## config.mk

```make
export PLATFORM = sky130hd
export DESIGN_NAME = ecq_tx_frame
export DESIGN_NICKNAME = d
export VERILOG_FILES = /design/src/ecq_pkg.sv /design/src/ecq_hdr_parse.sv /design/src/ecq_tx_frame.sv
export SDC_FILE = /design/constraint.sdc
export NUM_CORES = 1
export LEC_CHECK = 0
export BUFFER_PORTS_ARGS = -buffer_cell sky130_fd_sc_hd__clkbuf_2
export CAP_MARGIN = 10
export CORE_UTILIZATION = 34
export DETAILED_ROUTE_END_ITERATION = 16
export SYNTH_ARGS = -nofsm -noshare
export SYNTH_HDL_FRONTEND = slang
export SYNTH_SLANG_ARGS = --single-unit
```

## constraint.sdc

```tcl
create_clock -name clk -period 5.8 [get_ports clk]
set_clock_uncertainty 0.2 [all_clocks]
set_input_delay 0.58 -clock clk [delete_from_list [all_inputs] [get_ports clk]]
set_output_delay 0.58 -clock clk [all_outputs]
set_load 0.01 [all_outputs]
```

## src/ecq_pkg.sv

```systemverilog
package ecq_pkg;

  // ****************************************************************
  // Widths and types
  // ****************************************************************
  localparam int CNT_W = 14;
  typedef logic [7:0] ecq_byte_type;
  typedef logic [CNT_W-1:0] ecq_cnt_type;
  typedef logic [5:0] ecq_pos_type;
  typedef enum logic [1:0] {
    ST_DATA = 2'b00,
    ST_PAD  = 2'b01,
    ST_FCS  = 2'b10,
    ST_DROP = 2'b11
  } ecq_state_type;

  // ****************************************************************
  // Transmit configuration word bit positions
  // ****************************************************************
  localparam int CFG_W = 32;
  localparam int CFG_VLAN_EN_BIT = 27;
  localparam int CFG_FCS_PASS_BIT = 29;
  localparam int CFG_JUMBO_BIT = 30;

  // ****************************************************************
  // Header field values
  // ****************************************************************
  localparam logic [15:0] VLAN_TPID = 16'h8100;
  localparam logic [15:0] TYPE_IPV4 = 16'h0800;
  localparam logic [15:0] SNAP_LEN_MAX = 16'h0600;
  localparam ecq_byte_type SNAP_SAP = 8'hAA;
  localparam ecq_byte_type SNAP_CTRL = 8'h03;
  localparam ecq_byte_type SNAP_ZERO = 8'h00;
  localparam ecq_byte_type SNAP_TYPE_HI = 8'h08;
  localparam logic [3:0] IP_VER = 4'h4;
  localparam logic [3:0] IP_IHL = 4'h5;
  localparam int IP_MF_BIT = 5;
  localparam ecq_byte_type PROTO_TCP = 8'h06;
  localparam ecq_byte_type PROTO_UDP = 8'h11;

  // ****************************************************************
  // Header byte positions
  // ****************************************************************
  localparam ecq_pos_type POS_LT = 6'h0d;
  localparam ecq_pos_type POS_MAX = 6'h3f;
  localparam ecq_pos_type VLAN_SHIFT = 6'h04;
  localparam ecq_pos_type SNAP_SHIFT = 6'h08;
  localparam ecq_pos_type IP_REL_VER = 6'h00;
  localparam ecq_pos_type IP_REL_FLAGS = 6'h06;
  localparam ecq_pos_type IP_REL_FRAG_LO = 6'h07;
  localparam ecq_pos_type IP_REL_PROTO = 6'h09;
  localparam ecq_cnt_type FRM_POS_TPID_HI = 14'h000c;
  localparam ecq_cnt_type FRM_POS_TPID_LO = 14'h000d;

  // ****************************************************************
  // Frame lengths in bytes, and the index of the last FCS byte
  // ****************************************************************
  localparam ecq_cnt_type HDR_LEN = 14'h000e;
  localparam ecq_cnt_type MIN_DATA_LEN = 14'h002e;
  localparam ecq_cnt_type MIN_FRAME_LEN = HDR_LEN + MIN_DATA_LEN;
  localparam ecq_cnt_type MAX_UNTAG_LEN = 14'h05ee;
  localparam ecq_cnt_type MAX_TAG_LEN = 14'h05f2;
  localparam ecq_cnt_type JUMBO_MAX_LEN = 14'h3fff;
  localparam ecq_cnt_type FCS_LEN = 14'h0004;
  localparam logic [1:0] FCS_LAST = 2'h3;

  // ****************************************************************
  // Frame check sequence
  // ****************************************************************
  localparam logic [31:0] CRC_INIT = 32'hFFFF_FFFF;
  localparam logic [31:0] CRC_POLY = 32'hEDB8_8320;

endpackage

```

## src/ecq_hdr_parse.sv

```systemverilog
`timescale 1ns/1ps
module ecq_hdr_parse (
  input wire logic clk,
  input wire logic rst,
  input wire logic byteVal,
  input wire ecq_pkg::ecq_byte_type byteData,
  input wire logic byteLast,
  input wire logic csumAllow,
  output logic qualValid,
  output logic ipCsumEn,
  output logic tcpCsumEn,
  output logic udpCsumEn
);
  import ecq_pkg::*;

  // ****************************************************************
  // Field decode
  // ****************************************************************
  ecq_pos_type pos_r;
  ecq_pos_type ipBase_r;
  ecq_byte_type prev_r;
  logic vlan_r, snap_r, ok_r, done_r;
  logic qual_r, ip_r, tcp_r, udp_r;
  ecq_byte_type snapExp;

  wire [15:0] word = {prev_r, byteData};
  wire ecq_pos_type ltPos = vlan_r ? POS_LT + VLAN_SHIFT : POS_LT;
  wire atTpid = !vlan_r && pos_r == POS_LT && word == VLAN_TPID;
  wire atLt = pos_r == ltPos && !atTpid;
  wire isIpType = word == TYPE_IPV4;
  wire isSnapLen = word <= SNAP_LEN_MAX;
  wire ecq_pos_type ipBaseNxt = ltPos + 6'h01 + (isIpType ? 6'h00 : SNAP_SHIFT);
  wire ecq_pos_type snapRel = pos_r - ltPos - 6'h01;
  wire inSnap = snap_r && pos_r > ltPos && pos_r < ipBase_r;
  wire inIp = ipBase_r != 6'h00 && pos_r >= ipBase_r;
  wire ecq_pos_type ipRel = pos_r - ipBase_r;

  // A second tag lands in the type slot and fails the type test.
  always_comb begin
    case (snapRel[2:0])
      3'h0, 3'h1: snapExp = SNAP_SAP;
      3'h2: snapExp = SNAP_CTRL;
      3'h6: snapExp = SNAP_TYPE_HI;
      default: snapExp = SNAP_ZERO;
    endcase
  end

  wire badLt = atLt && !isIpType && !isSnapLen;
  wire badSnap = inSnap && byteData != snapExp;
  wire badVer = inIp && ipRel == IP_REL_VER && byteData != {IP_VER, IP_IHL};
  wire badFlag = inIp && ipRel == IP_REL_FLAGS && (byteData[IP_MF_BIT] || byteData[4:0] != 5'h00);
  wire badFrag = inIp && ipRel == IP_REL_FRAG_LO && byteData != 8'h00;
  wire fieldOk = ok_r && !badLt && !badSnap && !badVer && !badFlag && !badFrag;
  wire atProto = inIp && ipRel == IP_REL_PROTO;
  wire decide = byteVal && !done_r && (atProto || byteLast);
  wire ipGood = fieldOk && atProto && csumAllow;

  // ****************************************************************
  // State
  // ****************************************************************
  always_ff @(posedge clk or posedge rst) begin
    if (rst) begin
      pos_r <= 6'h00;
      ipBase_r <= 6'h00;
      prev_r <= 8'h00;
      vlan_r <= 1'b0;
      snap_r <= 1'b0;
      ok_r <= 1'b1;
      done_r <= 1'b0;
      qual_r <= 1'b0;
      ip_r <= 1'b0;
      tcp_r <= 1'b0;
      udp_r <= 1'b0;
    end else begin
      qual_r <= decide;
      if (decide) begin
        ip_r <= ipGood;
        tcp_r <= ipGood && byteData == PROTO_TCP;
        udp_r <= ipGood && byteData == PROTO_UDP;
      end
      if (byteVal && byteLast) begin
        pos_r <= 6'h00;
        ipBase_r <= 6'h00;
        vlan_r <= 1'b0;
        snap_r <= 1'b0;
        ok_r <= 1'b1;
        done_r <= 1'b0;
      end else if (byteVal) begin
        pos_r <= (pos_r == POS_MAX) ? pos_r : pos_r + 6'h01;
        prev_r <= byteData;
        ok_r <= fieldOk;
        done_r <= done_r || decide;
        vlan_r <= vlan_r || atTpid;
        if (atLt) begin
          snap_r <= !isIpType;
          ipBase_r <= ipBaseNxt;
        end
      end
    end
  end

  assign qualValid = qual_r;
  assign ipCsumEn = ip_r;
  assign tcpCsumEn = tcp_r;
  assign udpCsumEn = udp_r;
endmodule

```

## src/ecq_tx_frame.sv

```systemverilog
`timescale 1ns/1ps
module ecq_tx_frame (
  input wire logic clk,
  input wire logic rst,
  input wire logic [ecq_pkg::CFG_W-1:0] txConfigReg,
  input wire ecq_pkg::ecq_byte_type s_axis_tdata,
  input wire logic s_axis_tvalid,
  output logic s_axis_tready,
  input wire logic s_axis_tlast,
  output ecq_pkg::ecq_byte_type m_axis_tdata,
  output logic m_axis_tvalid,
  input wire logic m_axis_tready,
  output logic m_axis_tlast,
  output logic m_axis_tuser,
  output logic qualValid,
  output logic ipCsumEn,
  output logic tcpCsumEn,
  output logic udpCsumEn,
  output ecq_pkg::ecq_cnt_type rptLen,
  output logic rptLenValid
);
  import ecq_pkg::*;

  // ****************************************************************
  // Frame check sequence update
  // ****************************************************************
  function automatic logic [31:0] crcNext(input logic [31:0] c, input ecq_byte_type d);
    logic [31:0] x;
    x = c;
    for (int i = 0; i < 8; i++) begin
      x = (x[0] ^ d[i]) ? ((x >> 1) ^ CRC_POLY) : (x >> 1);
    end
    return x;
  endfunction

  // ****************************************************************
  // Registers
  // ****************************************************************
  ecq_state_type st_r, st_nxt;
  ecq_cnt_type cnt_r, cnt_nxt;
  logic [31:0] crc_r, crc_nxt;
  logic [1:0] fcsIdx_r;
  ecq_byte_type b12_r;
  logic passMode_r, jumbo_r, vlanEn_r, tagged_r, errSticky_r, dropAfter_r;
  ecq_byte_type outData_r;
  logic outValid_r, outLast_r, outErr_r;
  ecq_cnt_type rptLen_r;
  logic rptLenValid_r;

  // ****************************************************************
  // Decode
  // ****************************************************************
  // The configuration word is a register on this clock, so it is used
  // without a synchroniser; it is latched per frame so that a change in
  // mid-frame cannot split one frame between two modes.
  wire adv = !outValid_r || m_axis_tready;
  wire inAcc = s_axis_tvalid && s_axis_tready;
  wire frameStart = st_r == ST_DATA && cnt_r == 14'h0000;
  wire modePass = frameStart ? txConfigReg[CFG_FCS_PASS_BIT] : passMode_r;
  wire modeJumbo = frameStart ? txConfigReg[CFG_JUMBO_BIT] : jumbo_r;
  wire modeVlan = frameStart ? txConfigReg[CFG_VLAN_EN_BIT] : vlanEn_r;
  wire ecq_cnt_type cntInc = cnt_r + 14'h0001;
  wire isTagWord = cnt_r == FRM_POS_TPID_LO && {b12_r, s_axis_tdata} == VLAN_TPID;
  wire vlanBad = inAcc && st_r == ST_DATA && isTagWord && !modeVlan;
  wire ecq_cnt_type legalMax = (tagged_r && modeVlan) ? MAX_TAG_LEN : MAX_UNTAG_LEN;
  wire ecq_cnt_type maxLen = modeJumbo ? JUMBO_MAX_LEN : legalMax;
  wire ecq_cnt_type dataLim = modePass ? maxLen : maxLen - FCS_LEN;
  // The byte that reaches the limit without being last proves oversize,
  // so truncation needs no lookahead buffer.
  wire oversize = inAcc && st_r == ST_DATA && !s_axis_tlast && cntInc == dataLim;
  wire errNow = errSticky_r || vlanBad || oversize;
  wire needPad = cntInc < MIN_FRAME_LEN;
  wire dataStep = (st_r == ST_DATA && inAcc) || (st_r == ST_PAD && adv);
  wire fcsStep = st_r == ST_FCS && adv;
  wire loadOut = adv && ((st_r == ST_DATA && s_axis_tvalid) || st_r == ST_PAD || fcsStep);
  wire ecq_byte_type dataIn = (st_r == ST_DATA) ? s_axis_tdata :
                              (st_r == ST_PAD) ? 8'h00 : ~crc_r[7:0];
  wire lastNow = (st_r == ST_FCS) ? fcsIdx_r == FCS_LAST :
                 (st_r == ST_DATA && modePass && (s_axis_tlast || oversize));
  wire frameEnd = loadOut && lastNow;
  wire errOut = (st_r == ST_DATA) ? errNow : errSticky_r;

  assign s_axis_tready = (st_r == ST_DATA && adv) || st_r == ST_DROP;

  // ****************************************************************
  // Next state
  // ****************************************************************
  always_comb begin
    st_nxt = st_r;
    case (st_r)
      ST_DATA: begin
        if (oversize) begin
          st_nxt = modePass ? ST_DROP : ST_FCS;
        end else if (inAcc && s_axis_tlast && !modePass) begin
          st_nxt = needPad ? ST_PAD : ST_FCS;
        end
      end
      ST_PAD: begin
        if (adv && cntInc == MIN_FRAME_LEN) begin
          st_nxt = ST_FCS;
        end
      end
      ST_FCS: begin
        if (fcsStep && fcsIdx_r == FCS_LAST) begin
          st_nxt = dropAfter_r ? ST_DROP : ST_DATA;
        end
      end
      ST_DROP: begin
        if (s_axis_tvalid && s_axis_tlast) begin
          st_nxt = ST_DATA;
        end
      end
      default: st_nxt = ST_DATA;
    endcase
  end

  assign cnt_nxt = frameEnd ? 14'h0000 : (dataStep ? cntInc : cnt_r);
  assign crc_nxt = frameEnd ? CRC_INIT :
                   dataStep ? crcNext(crc_r, dataIn) :
                   fcsStep ? {8'h00, crc_r[31:8]} : crc_r;

  always_ff @(posedge clk or posedge rst) begin
    if (rst) begin
      st_r <= ST_DATA;
      cnt_r <= 14'h0000;
      crc_r <= CRC_INIT;
      fcsIdx_r <= 2'h0;
    end else begin
      st_r <= st_nxt;
      cnt_r <= cnt_nxt;
      crc_r <= crc_nxt;
      fcsIdx_r <= fcsStep ? fcsIdx_r + 2'h1 : fcsIdx_r;
    end
  end

  // ****************************************************************
  // Per-frame flags
  // ****************************************************************
  always_ff @(posedge clk or posedge rst) begin
    if (rst) begin
      passMode_r <= 1'b0;
      jumbo_r <= 1'b0;
      vlanEn_r <= 1'b0;
      b12_r <= 8'h00;
      tagged_r <= 1'b0;
      errSticky_r <= 1'b0;
      dropAfter_r <= 1'b0;
    end else begin
      if (inAcc && frameStart) begin
        passMode_r <= txConfigReg[CFG_FCS_PASS_BIT];
        jumbo_r <= txConfigReg[CFG_JUMBO_BIT];
        vlanEn_r <= txConfigReg[CFG_VLAN_EN_BIT];
      end
      if (inAcc && cnt_r == FRM_POS_TPID_HI) begin
        b12_r <= s_axis_tdata;
      end
      tagged_r <= frameEnd ? 1'b0 : tagged_r || (inAcc && st_r == ST_DATA && isTagWord);
      errSticky_r <= frameEnd ? 1'b0 : errSticky_r || (inAcc && st_r == ST_DATA && errNow);
      dropAfter_r <= (fcsStep && fcsIdx_r == FCS_LAST) ? 1'b0 : dropAfter_r || (oversize && !modePass);
    end
  end

  // ****************************************************************
  // Output stage and length report
  // ****************************************************************
  always_ff @(posedge clk or posedge rst) begin
    if (rst) begin
      outValid_r <= 1'b0;
      outData_r <= 8'h00;
      outLast_r <= 1'b0;
      outErr_r <= 1'b0;
      rptLen_r <= 14'h0000;
      rptLenValid_r <= 1'b0;
    end else begin
      if (adv) begin
        outValid_r <= loadOut;
        outData_r <= dataIn;
        outLast_r <= lastNow;
        outErr_r <= errOut;
      end
      rptLenValid_r <= frameEnd;
      if (frameEnd) begin
        rptLen_r <= (st_r == ST_FCS) ? cnt_r : cntInc - FCS_LEN;
      end
    end
  end

  assign m_axis_tdata = outData_r;
  assign m_axis_tvalid = outValid_r;
  assign m_axis_tlast = outLast_r;
  assign m_axis_tuser = outErr_r;
  assign rptLen = rptLen_r;
  assign rptLenValid = rptLenValid_r;

  // ****************************************************************
  // Header qualification
  // ****************************************************************
  // Offload is withheld in pass-through mode, since a source FCS would
  // go stale once a checksum is written into the frame.
  ecq_hdr_parse u_parse (
    .clk(clk),
    .rst(rst),
    .byteVal(inAcc),
    .byteData(s_axis_tdata),
    .byteLast(s_axis_tlast),
    .csumAllow(!passMode_r),
    .qualValid(qualValid),
    .ipCsumEn(ipCsumEn),
    .tcpCsumEn(tcpCsumEn),
    .udpCsumEn(udpCsumEn)
  );

  // ****************************************************************
  // Checks
  // ****************************************************************
  ecq_cnt_type emCnt_r;
  logic emTag_r;
  wire mHs = m_axis_tvalid && m_axis_tready;

  // The framing tag flag clears as the last byte is loaded, so the line side
  // keeps its own copy until that byte has actually left.
  always_ff @(posedge clk or posedge rst) begin
    if (rst) begin
      emCnt_r <= 14'h0000;
      emTag_r <= 1'b0;
    end else begin
      if (mHs) begin
        emCnt_r <= m_axis_tlast ? 14'h0000 : emCnt_r + 14'h0001;
      end
      emTag_r <= (mHs && m_axis_tlast) ? 1'b0 : emTag_r || tagged_r;
    end
  end
endmodule

```

==> results of run 1 <==
==> critical path: cells and delay by family (launching register included) <==
family / cells / cell delay, ns
adder cells (fa/ha/maj): 2 / 0.51
buffers and inverters: 1 / 0.15
AND/OR/NAND/NOR: 5 / 1.97
flip-flops: 1 / 0.51
multiplexers: 1 / 0.38
XOR/XNOR: 1 / 0.12
AO/OA/AOI/OAI: 4 / 0.97
==> cells by family (layout without fill, tap and decap cells) <==
logic type,count (synthesis),after routing
DFF,117,117
AOI/OAI and AO/OA,137,137
buffers and inverters,74,116
adders and majority gates,24,24
and+or+nand+nor,305,305
xor gates and xnor gates,115,115
muxes,51,51
==> stage by stage <==
step                      power [mW]  hold slack [ns]
after global routing            5.81            0.151
after detailed placement        4.36            0.271
after floorplan                 3.74            0.244
after global placement          4.31            0.267
final                           5.39           0.0852
after CTS                       5.42            0.109
==> per-layer routing <==
layer	share of wire [%]	routed length [um]	track usage, %
met1	48	8720	22.9
met2	46	8390	26.6
met3	4.3	791	3.74
met4	1.9	340	5.89
met5	0	0	0
==> path summary, 6_finish.rpt <==
path | start | depth (start not counted) | slack, ns | to
max | cnt_r[1]$_DFFE_PP0P_ | 14 | 0.82 | rptLen[2]$_DFFE_PP0P_
min | rst | 2 | 0.09 | m_axis_tdata[0]$_DFFE_PP0N_
max reg2reg | cnt_r[1]$_DFFE_PP0P_ | 14 | 0.82 | rptLen[2]$_DFFE_PP0P_
min reg2reg | m_axis_tdata[2]$_DFFE_PP0N_ | 2 | 0.27 | m_axis_tdata[2]$_DFFE_PP0N_
max in group asynchronous | rst | 3 | 4.05 | rptLen[0]$_DFFE_PP0P_
min in group clk | s_axis_tlast | 2 | 0.25 | u_parse.pos_r[0]$_DFFE_PP0P_
==> synth_stat cells (4+ instances only) <==
cell type	count
nand4_1	12
nor4b_1	6
nor4_1	10
a32o_1	4
xnor2_1	92
inv_1	24
buf_2	8
and4_1	4
a31oi_1	30
a211o_1	5
mux2_1	8
ha_1	23
nand2_1	56
nand2b_1	16
and3_1	7
dfstp_2	33
xor2_1	22
a21oi_1	24
mux2_2	35
nor2b_1	5
or3_1	4
mux2i_1	8
o22ai_1	7
clkbuf_1	36
o221ai_1	4
nor3_1	8
dfrtp_1	84
nand3_1	26
o21ai_0	31
and2_1	6
nor2_1	123
==> registers in the layout (all words and copies together) (netlist names), 2 cells and up <==
| name | flops |
|---|---|
| st_r | 2 |
| crc_r | 32 |
| m_axis_tdata | 8 |
| rptLen | 14 |
| u_parse.prev_r | 8 |
| cnt_r | 14 |
| u_parse.ipBase_r | 5 |
| fcsIdx_r | 2 |
| b12_r | 8 |
| u_parse.pos_r | 6 |
==> where the power goes <==
| group | internal, mW | switching, mW |
|---|---|---|
| combinational | 1.30 | 1.62 |
| sequential | 1.20 | 0.248 |
| clock | 0.642 | 0.393 |
==> final cells by class <==
cell class	instances	area, um2
repair buffers	60	335
clock buffers	20	447
flip-flops and latches	117	2970
inverters	24	92.6
well taps	280	350
multi-input cells	632	4330
clock inverters	12	129
fillers	2221	13200
==> results.sh, run 1 <==
export IMPL_cts_buffers=17
export IMPL_critPathMostFrequentCell="ha_1"
export IMPL_synth_ff_type="dfrtp_1"
export IMPL_wl_um=18200
export IMPL_syn_num_nets=892
export IMPL_crit_required_ns=5.90
export IMPL_p_per_area_nw_per_um2=623
export IMPL_place_inst=1113
export IMPL_stdcell_count=1145
export IMPL_grt_pass1_vias=5787
export IMPL_synth_fa_ha_area_share_pct=4.05
export IMPL_die_w_um=152
export IMPL_syn_area_um2=7600
export IMPL_design_area_um2=8650
export IMPL_num_io_pins=76
export IMPL_maxSlewHeadroom_pct=46.7
export IMPL_syn_avg_cell_area_um2=9.24
export IMPL_startpoint_type="flop"
export IMPL_synth_top_area_share_pct=27.6
export IMPL_cts_root_buf="clkbuf_16"
export IMPL_ant_nets=0
export IMPL_layout_commonest_cell="nor2_1"
export IMPL_hold_buffers=0
export IMPL_cts_clk_slew_worst_paths_ns=0.06
export IMPL_finalMaxSlewViolations=0
export IMPL_vdd_drop_max_mv=0.274
export IMPL_layout_min_cycle_time_ns=4.98
export IMPL_fmax_ghz=0.201
export IMPL_num_rows=54
export IMPL_synthCells=823
export IMPL_cts_resized=0
export IMPL_synth_compound_area_share_pct=12.0
export IMPL_hp_class="input pin to asynchronous set/reset pin"
export IMPL_overflow=0
export IMPL_synth_edff_count=0
export IMPL_coreArea_um2=21900
export IMPL_die_h_um=152
export IMPL_grt_max_degree=60
export IMPL_critPathKind="flop to flop"
export IMPL_drt_iter0_drc=410
export IMPL_cts_max_level=4
export IMPL_worstMarginPinSlew_ns=0.797
export IMPL_yosysWarnings=0
export IMPL_fin_ws_ns=0.818
export IMPL_antenna_found_initial=0
export IMPL_grt_first_pass_wirelength_um=30300
export IMPL_start_util_pct=34.7
export IMPL_fin_util_pct=39.5
export IMPL_synth_area_leader_cell="dfrtp_1"
export IMPL_critPathArrivalTime_ns=5.08
export IMPL_seq_area_frac_synth_pct=39.0
export IMPL_insertion_delay_ns=0.42
export IMPL_first_pass_iters=5
export IMPL_synth_simple_area_share_pct=19.9
export IMPL_cpPeakStageDelay_ns=0.56
export IMPL_fin_crit_sh_pct=85.9
export IMPL_hold_viol=0
export IMPL_synth_top_family_by_area="simple AND/OR/NAND/NOR gates"
export IMPL_clkSinkCount=117
export IMPL_cp_slowest_cell="or3b_2"
export IMPL_dieArea_um2=23000
export IMPL_cts_setup_buffers=0
export IMPL_cts_tree="built"
export IMPL_io_buffers=46
export IMPL_cap_violations=0
export IMPL_synth_area_top_cells="dfrtp_1 (28%), dfstp_2 (11%), xnor2_1 (11%), nor2_1 (6.1%), mux2_2 (5.2%)"
export IMPL_vias=6069
export IMPL_ys_ff_latch=117
export IMPL_avgRoutedWirePerCell_um=15.9
export IMPL_drt_vias_per_instance=5.30
export IMPL_rsz0062_at_grt="no"
export IMPL_routabilityCongestion=0.845
export IMPL_post_place_ws_ns=0.836
export IMPL_area_growth_pct=13.8
export IMPL_track_usage_pct=16.9
export IMPL_path_max_fanout=35
export IMPL_hpwlAfterDp_um=12700
export IMPL_synth_cell_types=69
export IMPL_layout_common_cells="nor2_1 (122), xnor2_1 (92), dfrtp_1 (84)"
export IMPL_fin_setup_tns_ns=0
export IMPL_synthMuxAreaShare_pct=7.42
export IMPL_synthXorXnorAreaFrac_pct=13.4
export IMPL_path_cells="inv_1 -> ha_1 -> nor3b_1 -> nand4_1 -> or3b_2 -> a21boi_0 -> ha_1 -> xnor2_1 -> or4_1 -> a211o_1 -> a2111oi_4 -> a21oi_2 -> nor2_8 -> mux2_1"
export IMPL_leakage_nw=3.57
export IMPL_clockBufferDepth=2
export IMPL_fin_nets=921
export IMPL_place_area_um2=8070
export IMPL_drive_above_1_share_pct=20.1
export IMPL_setup_violations=0
export IMPL_drcViolationCount=0
export IMPL_cp_end_kind="flop"
export IMPL_async_flop_share_pct=100
export IMPL_status="finished, final reports clean"
export IMPL_n_antenna_cell=0
(Power assumes the default switching activity.)
==> run 2, diff against run 1 <==
--- a/config.mk
+++ b/config.mk
@@ -11,4 +11,5 @@
 export DETAILED_ROUTE_END_ITERATION = 16
 export SYNTH_ARGS = -nofsm -noshare
 export SYNTH_HDL_FRONTEND = slang
+export SYNTH_HIERARCHICAL = 1
 export SYNTH_SLANG_ARGS = --single-unit
==> run 2 against run 1 <==
Worst hold slack improved by 0.17 ns. Sequential share of layout area decreased by 2.3 points. Power increased by 4.5%. Setup slack improved by 0.025 ns. Clock power about the same. Flip-flop and latch count unchanged. Critical path depth decreased by 1. First-iteration DRC count decreased by 15%. Core utilization decreased by 0.061 points.
==> results.sh, run 2 <==
export IMPL_drive_above_1_share_pct=21.5
export IMPL_track_usage_pct=16.9
export IMPL_p_int_mw=3.35
export IMPL_cts_resized=0
export IMPL_leakage_nw=3.79
export IMPL_synth_cell_types=85
export IMPL_start_util_pct=34.6
export IMPL_async_flop_share_pct=100
export IMPL_first_pass_iters=5
export IMPL_synth_area_top_cells="dfrtp_1 (26%), dfstp_2 (11%), xnor2_1 (6.9%), nor2_1 (5.2%), mux2_2 (3.6%)"
export IMPL_synth_commonest_cells="nor2_1 (112), dfrtp_1 (84), xnor2_1 (64)"
export IMPL_cts_tree="built"
export IMPL_dieArea_um2=24500
export IMPL_cts_root_buf="clkbuf_16"
export IMPL_layout_min_cycle_time_ns=4.96
export IMPL_rsz0062_at_grt="no"
export IMPL_hold_viol=0
export IMPL_drt_iter0_drc=350
export IMPL_swShare_pct=40.6
export IMPL_grt_first_pass_wirelength_um=32400
export IMPL_layout_common_cells="nor2_1 (111), dfrtp_1 (84), xnor2_1 (64)"
export IMPL_cts_buffers=17
export IMPL_syn_num_nets=928
export IMPL_layout_commonest_cell="nor2_1"
export IMPL_routabilityCongestion=0.858
export IMPL_n_antenna_cell=0
export IMPL_nFillCells=2290
export IMPL_hp_class="input pin to flop"
export IMPL_syn_avg_cell_area_um2=9.46
export IMPL_avgRoutedWirePerCell_um=15.9
export IMPL_synth_top_area_share_pct=25.9
export IMPL_vias=6313
export IMPL_critPathKind="flop to flop"
export IMPL_cp_end_kind="flop"
export IMPL_grt_max_degree=69
export IMPL_num_io_pins=76
export IMPL_seq_area_frac_synth_pct=36.5
export IMPL_hpwlAfterDp_um=13400
export IMPL_antenna_found_initial=0
export IMPL_rr_startpoint="cnt_r[1]$_DFFE_PP0P_"
export IMPL_cap_violations=0
export IMPL_ant_nets=0
export IMPL_io_buffers=46
export IMPL_vdd_drop_max_mv=0.228
export IMPL_fin_util_pct=39.5
export IMPL_clockPowerShare_pct=18.8
export IMPL_fin_crit_sh_pct=85.5
export IMPL_coreArea_um2=23500
export IMPL_fin_nets=957
export IMPL_drt_vias_per_instance=5.17
export IMPL_place_inst=1186
export IMPL_stdcell_count=1220
export IMPL_p_per_area_nw_per_um2=609
export IMPL_yosysWarnings=6
export IMPL_min_from="txConfigReg[30]"
export IMPL_synthCells=859
export IMPL_crit_required_ns=5.90
export IMPL_critPathArrivalTime_ns=5.06
export IMPL_startpoint_type="flop"
export IMPL_fin_setup_tns_ns=0
export IMPL_clkSinkCount=117
export IMPL_syn_area_um2=8130
export IMPL_synth_edff_count=0
export IMPL_synth_most_common_cell="nor2_1"
export IMPL_overflow=0
export IMPL_cp_startpoint="cnt_r[1]$_DFFE_PP0P_"
export IMPL_clockBufferDepth=2
export IMPL_insertion_delay_ns=0.42
export IMPL_cts_clk_slew_worst_paths_ns=0.06
export IMPL_largest_register_ffs=32
export IMPL_grt_pass1_vias=6189
export IMPL_fmax_ghz=0.202
export IMPL_status="finished, final reports clean"
export IMPL_area_growth_pct=13.9
export IMPL_regMostFlops="crc_r"
export IMPL_wl_um=19400
export IMPL_switchingPower_mw=2.29
export IMPL_worstMarginPinSlew_ns=1.13
export IMPL_synth_area_leader_cell="dfrtp_1"
export IMPL_die_h_um=157
export IMPL_ys_ff_latch=117
export IMPL_r2r_slack_ns=0.84
export IMPL_finalMaxSlewViolations=0
export IMPL_die_w_um=157
export IMPL_maxSlewHeadroom_pct=24.7
export IMPL_seqPwrFrac_pct=26.7
export IMPL_setup_violations=0
export IMPL_drcViolationCount=0
export IMPL_cts_max_level=4
export IMPL_synth_ff_type="dfrtp_1"
export IMPL_path_max_fanout=31
export IMPL_num_rows=56
export IMPL_combPwrFrac_pct=54.4
-- run 2: cell types whose count changed after synthesis, moves of 10 or more --
cell and delta:
xnor2_1 -28, mux2_4 +12, nand2b_1 -10, nor2_1 -11
mux2i_1 +10, nor2b_1 +11, nor3_1 +15
-- run 2: cells by family after synthesis --
group / share of synthesized area, %
AO/OA/AOI/OAI: 12.4
multiplexers: 9.04
AND/OR/NAND/NOR: 21.0
XOR/XNOR: 12.9
adder cells (fa/ha/maj): 3.79
buffers and inverters: 4.31
flip-flops: 36.5
-- run 2: final timing paths --
| path | end | cells past startpoint |
|---|---|---|
| worst max register to register | rptLen[10]$_DFFE_PP0P_ | 13 |
| worst min register to register | u_parse/ipBase_r[4]$_DFFE_PP0P_ | 2 |
| worst max-delay path | rptLen[10]$_DFFE_PP0P_ | 13 |
| worst min-delay path | jumbo_r$_DFFE_PP0P_ | 2 |
| max in group asynchronous | m_axis_tdata[3]$_DFFE_PP0N_ | 4 |
| min in group asynchronous | u_parse/udpCsumEn$_DFFE_PP0P_ | 3 |
-- run 2: timing repair --
item                      CTS  global route
hold endpoints to repair   22             0
buffers inserted            0             0
hold buffers                1             0
-- run 2: layout make-up --
| type | count | area, um2 | area share, % |
|---|---|---|---|
| clock buffer | 24 | 502 | 5.42 |
| clock inverter | 8 | 96.3 | 1.04 |
| inverter | 28 | 108 | 1.16 |
| multi-input combinational | 663 | 4820 | 52.1 |
| sequential | 117 | 2970 | 32.1 |
| tap | 319 | 399 | 4.31 |
| timing repair buffer | 61 | 365 | 3.95 |
-- run 2: power by group through the flow --
stage	sequential, mW	combinational (mW)	clock (mW)
after floorplan	1.44	2.50	0
after global placement	1.51	3.03	0
after detailed placement	1.52	3.06	0
after CTS	1.51	3.09	1.09
after global routing	1.56	3.40	1.12
final	1.51	3.07	1.06
-- run 2: metal layers --
| metal | global-route usage [%] | routed length (um) | vias to the layer above |
|---|---|---|---|
| met1 | 22.9 | 9370 | 3066 |
| met3 | 3.52 | 785 | 19 |
| met5 | 0 | 0 | - |
| met4 | 5.70 | 293 | 0 |
| met2 | 26.6 | 8920 | 115 |
| li1 | - | - | 3113 |
-- run 2: critical path, cell delays in order, from the launching register on --
cell and delay, ns:
dfrtp_1 0.56, inv_1 0.18, ha_1 0.18, nor4b_1 0.30, nand4_1 0.41, or3b_2 0.57, a21boi_0 0.20, ha_1 0.19
xor3_1 0.29, or4_1 0.44, nor3_1 0.16, o2111a_2 0.29, o21a_4 0.44, mux2_2 0.39
-- run 2: stage by stage --
| stage | area [um2] | total power [mW] | hold slack (ns) | setup slack, ns |
|---|---|---|---|---|
| after global placement | 8620 | 4.54 | 0.260 | 0.961 |
| after detailed placement | 8620 | 4.58 | 0.271 | 0.906 |
| after floorplan | 8130 | 3.94 | 0.248 | 1.49 |
| after global routing | 9260 | 6.09 | 0.248 | 0.492 |
| after CTS | 9230 | 5.68 | 0.232 | 0.881 |
| final | 9260 | 5.64 | 0.251 | 0.843 |
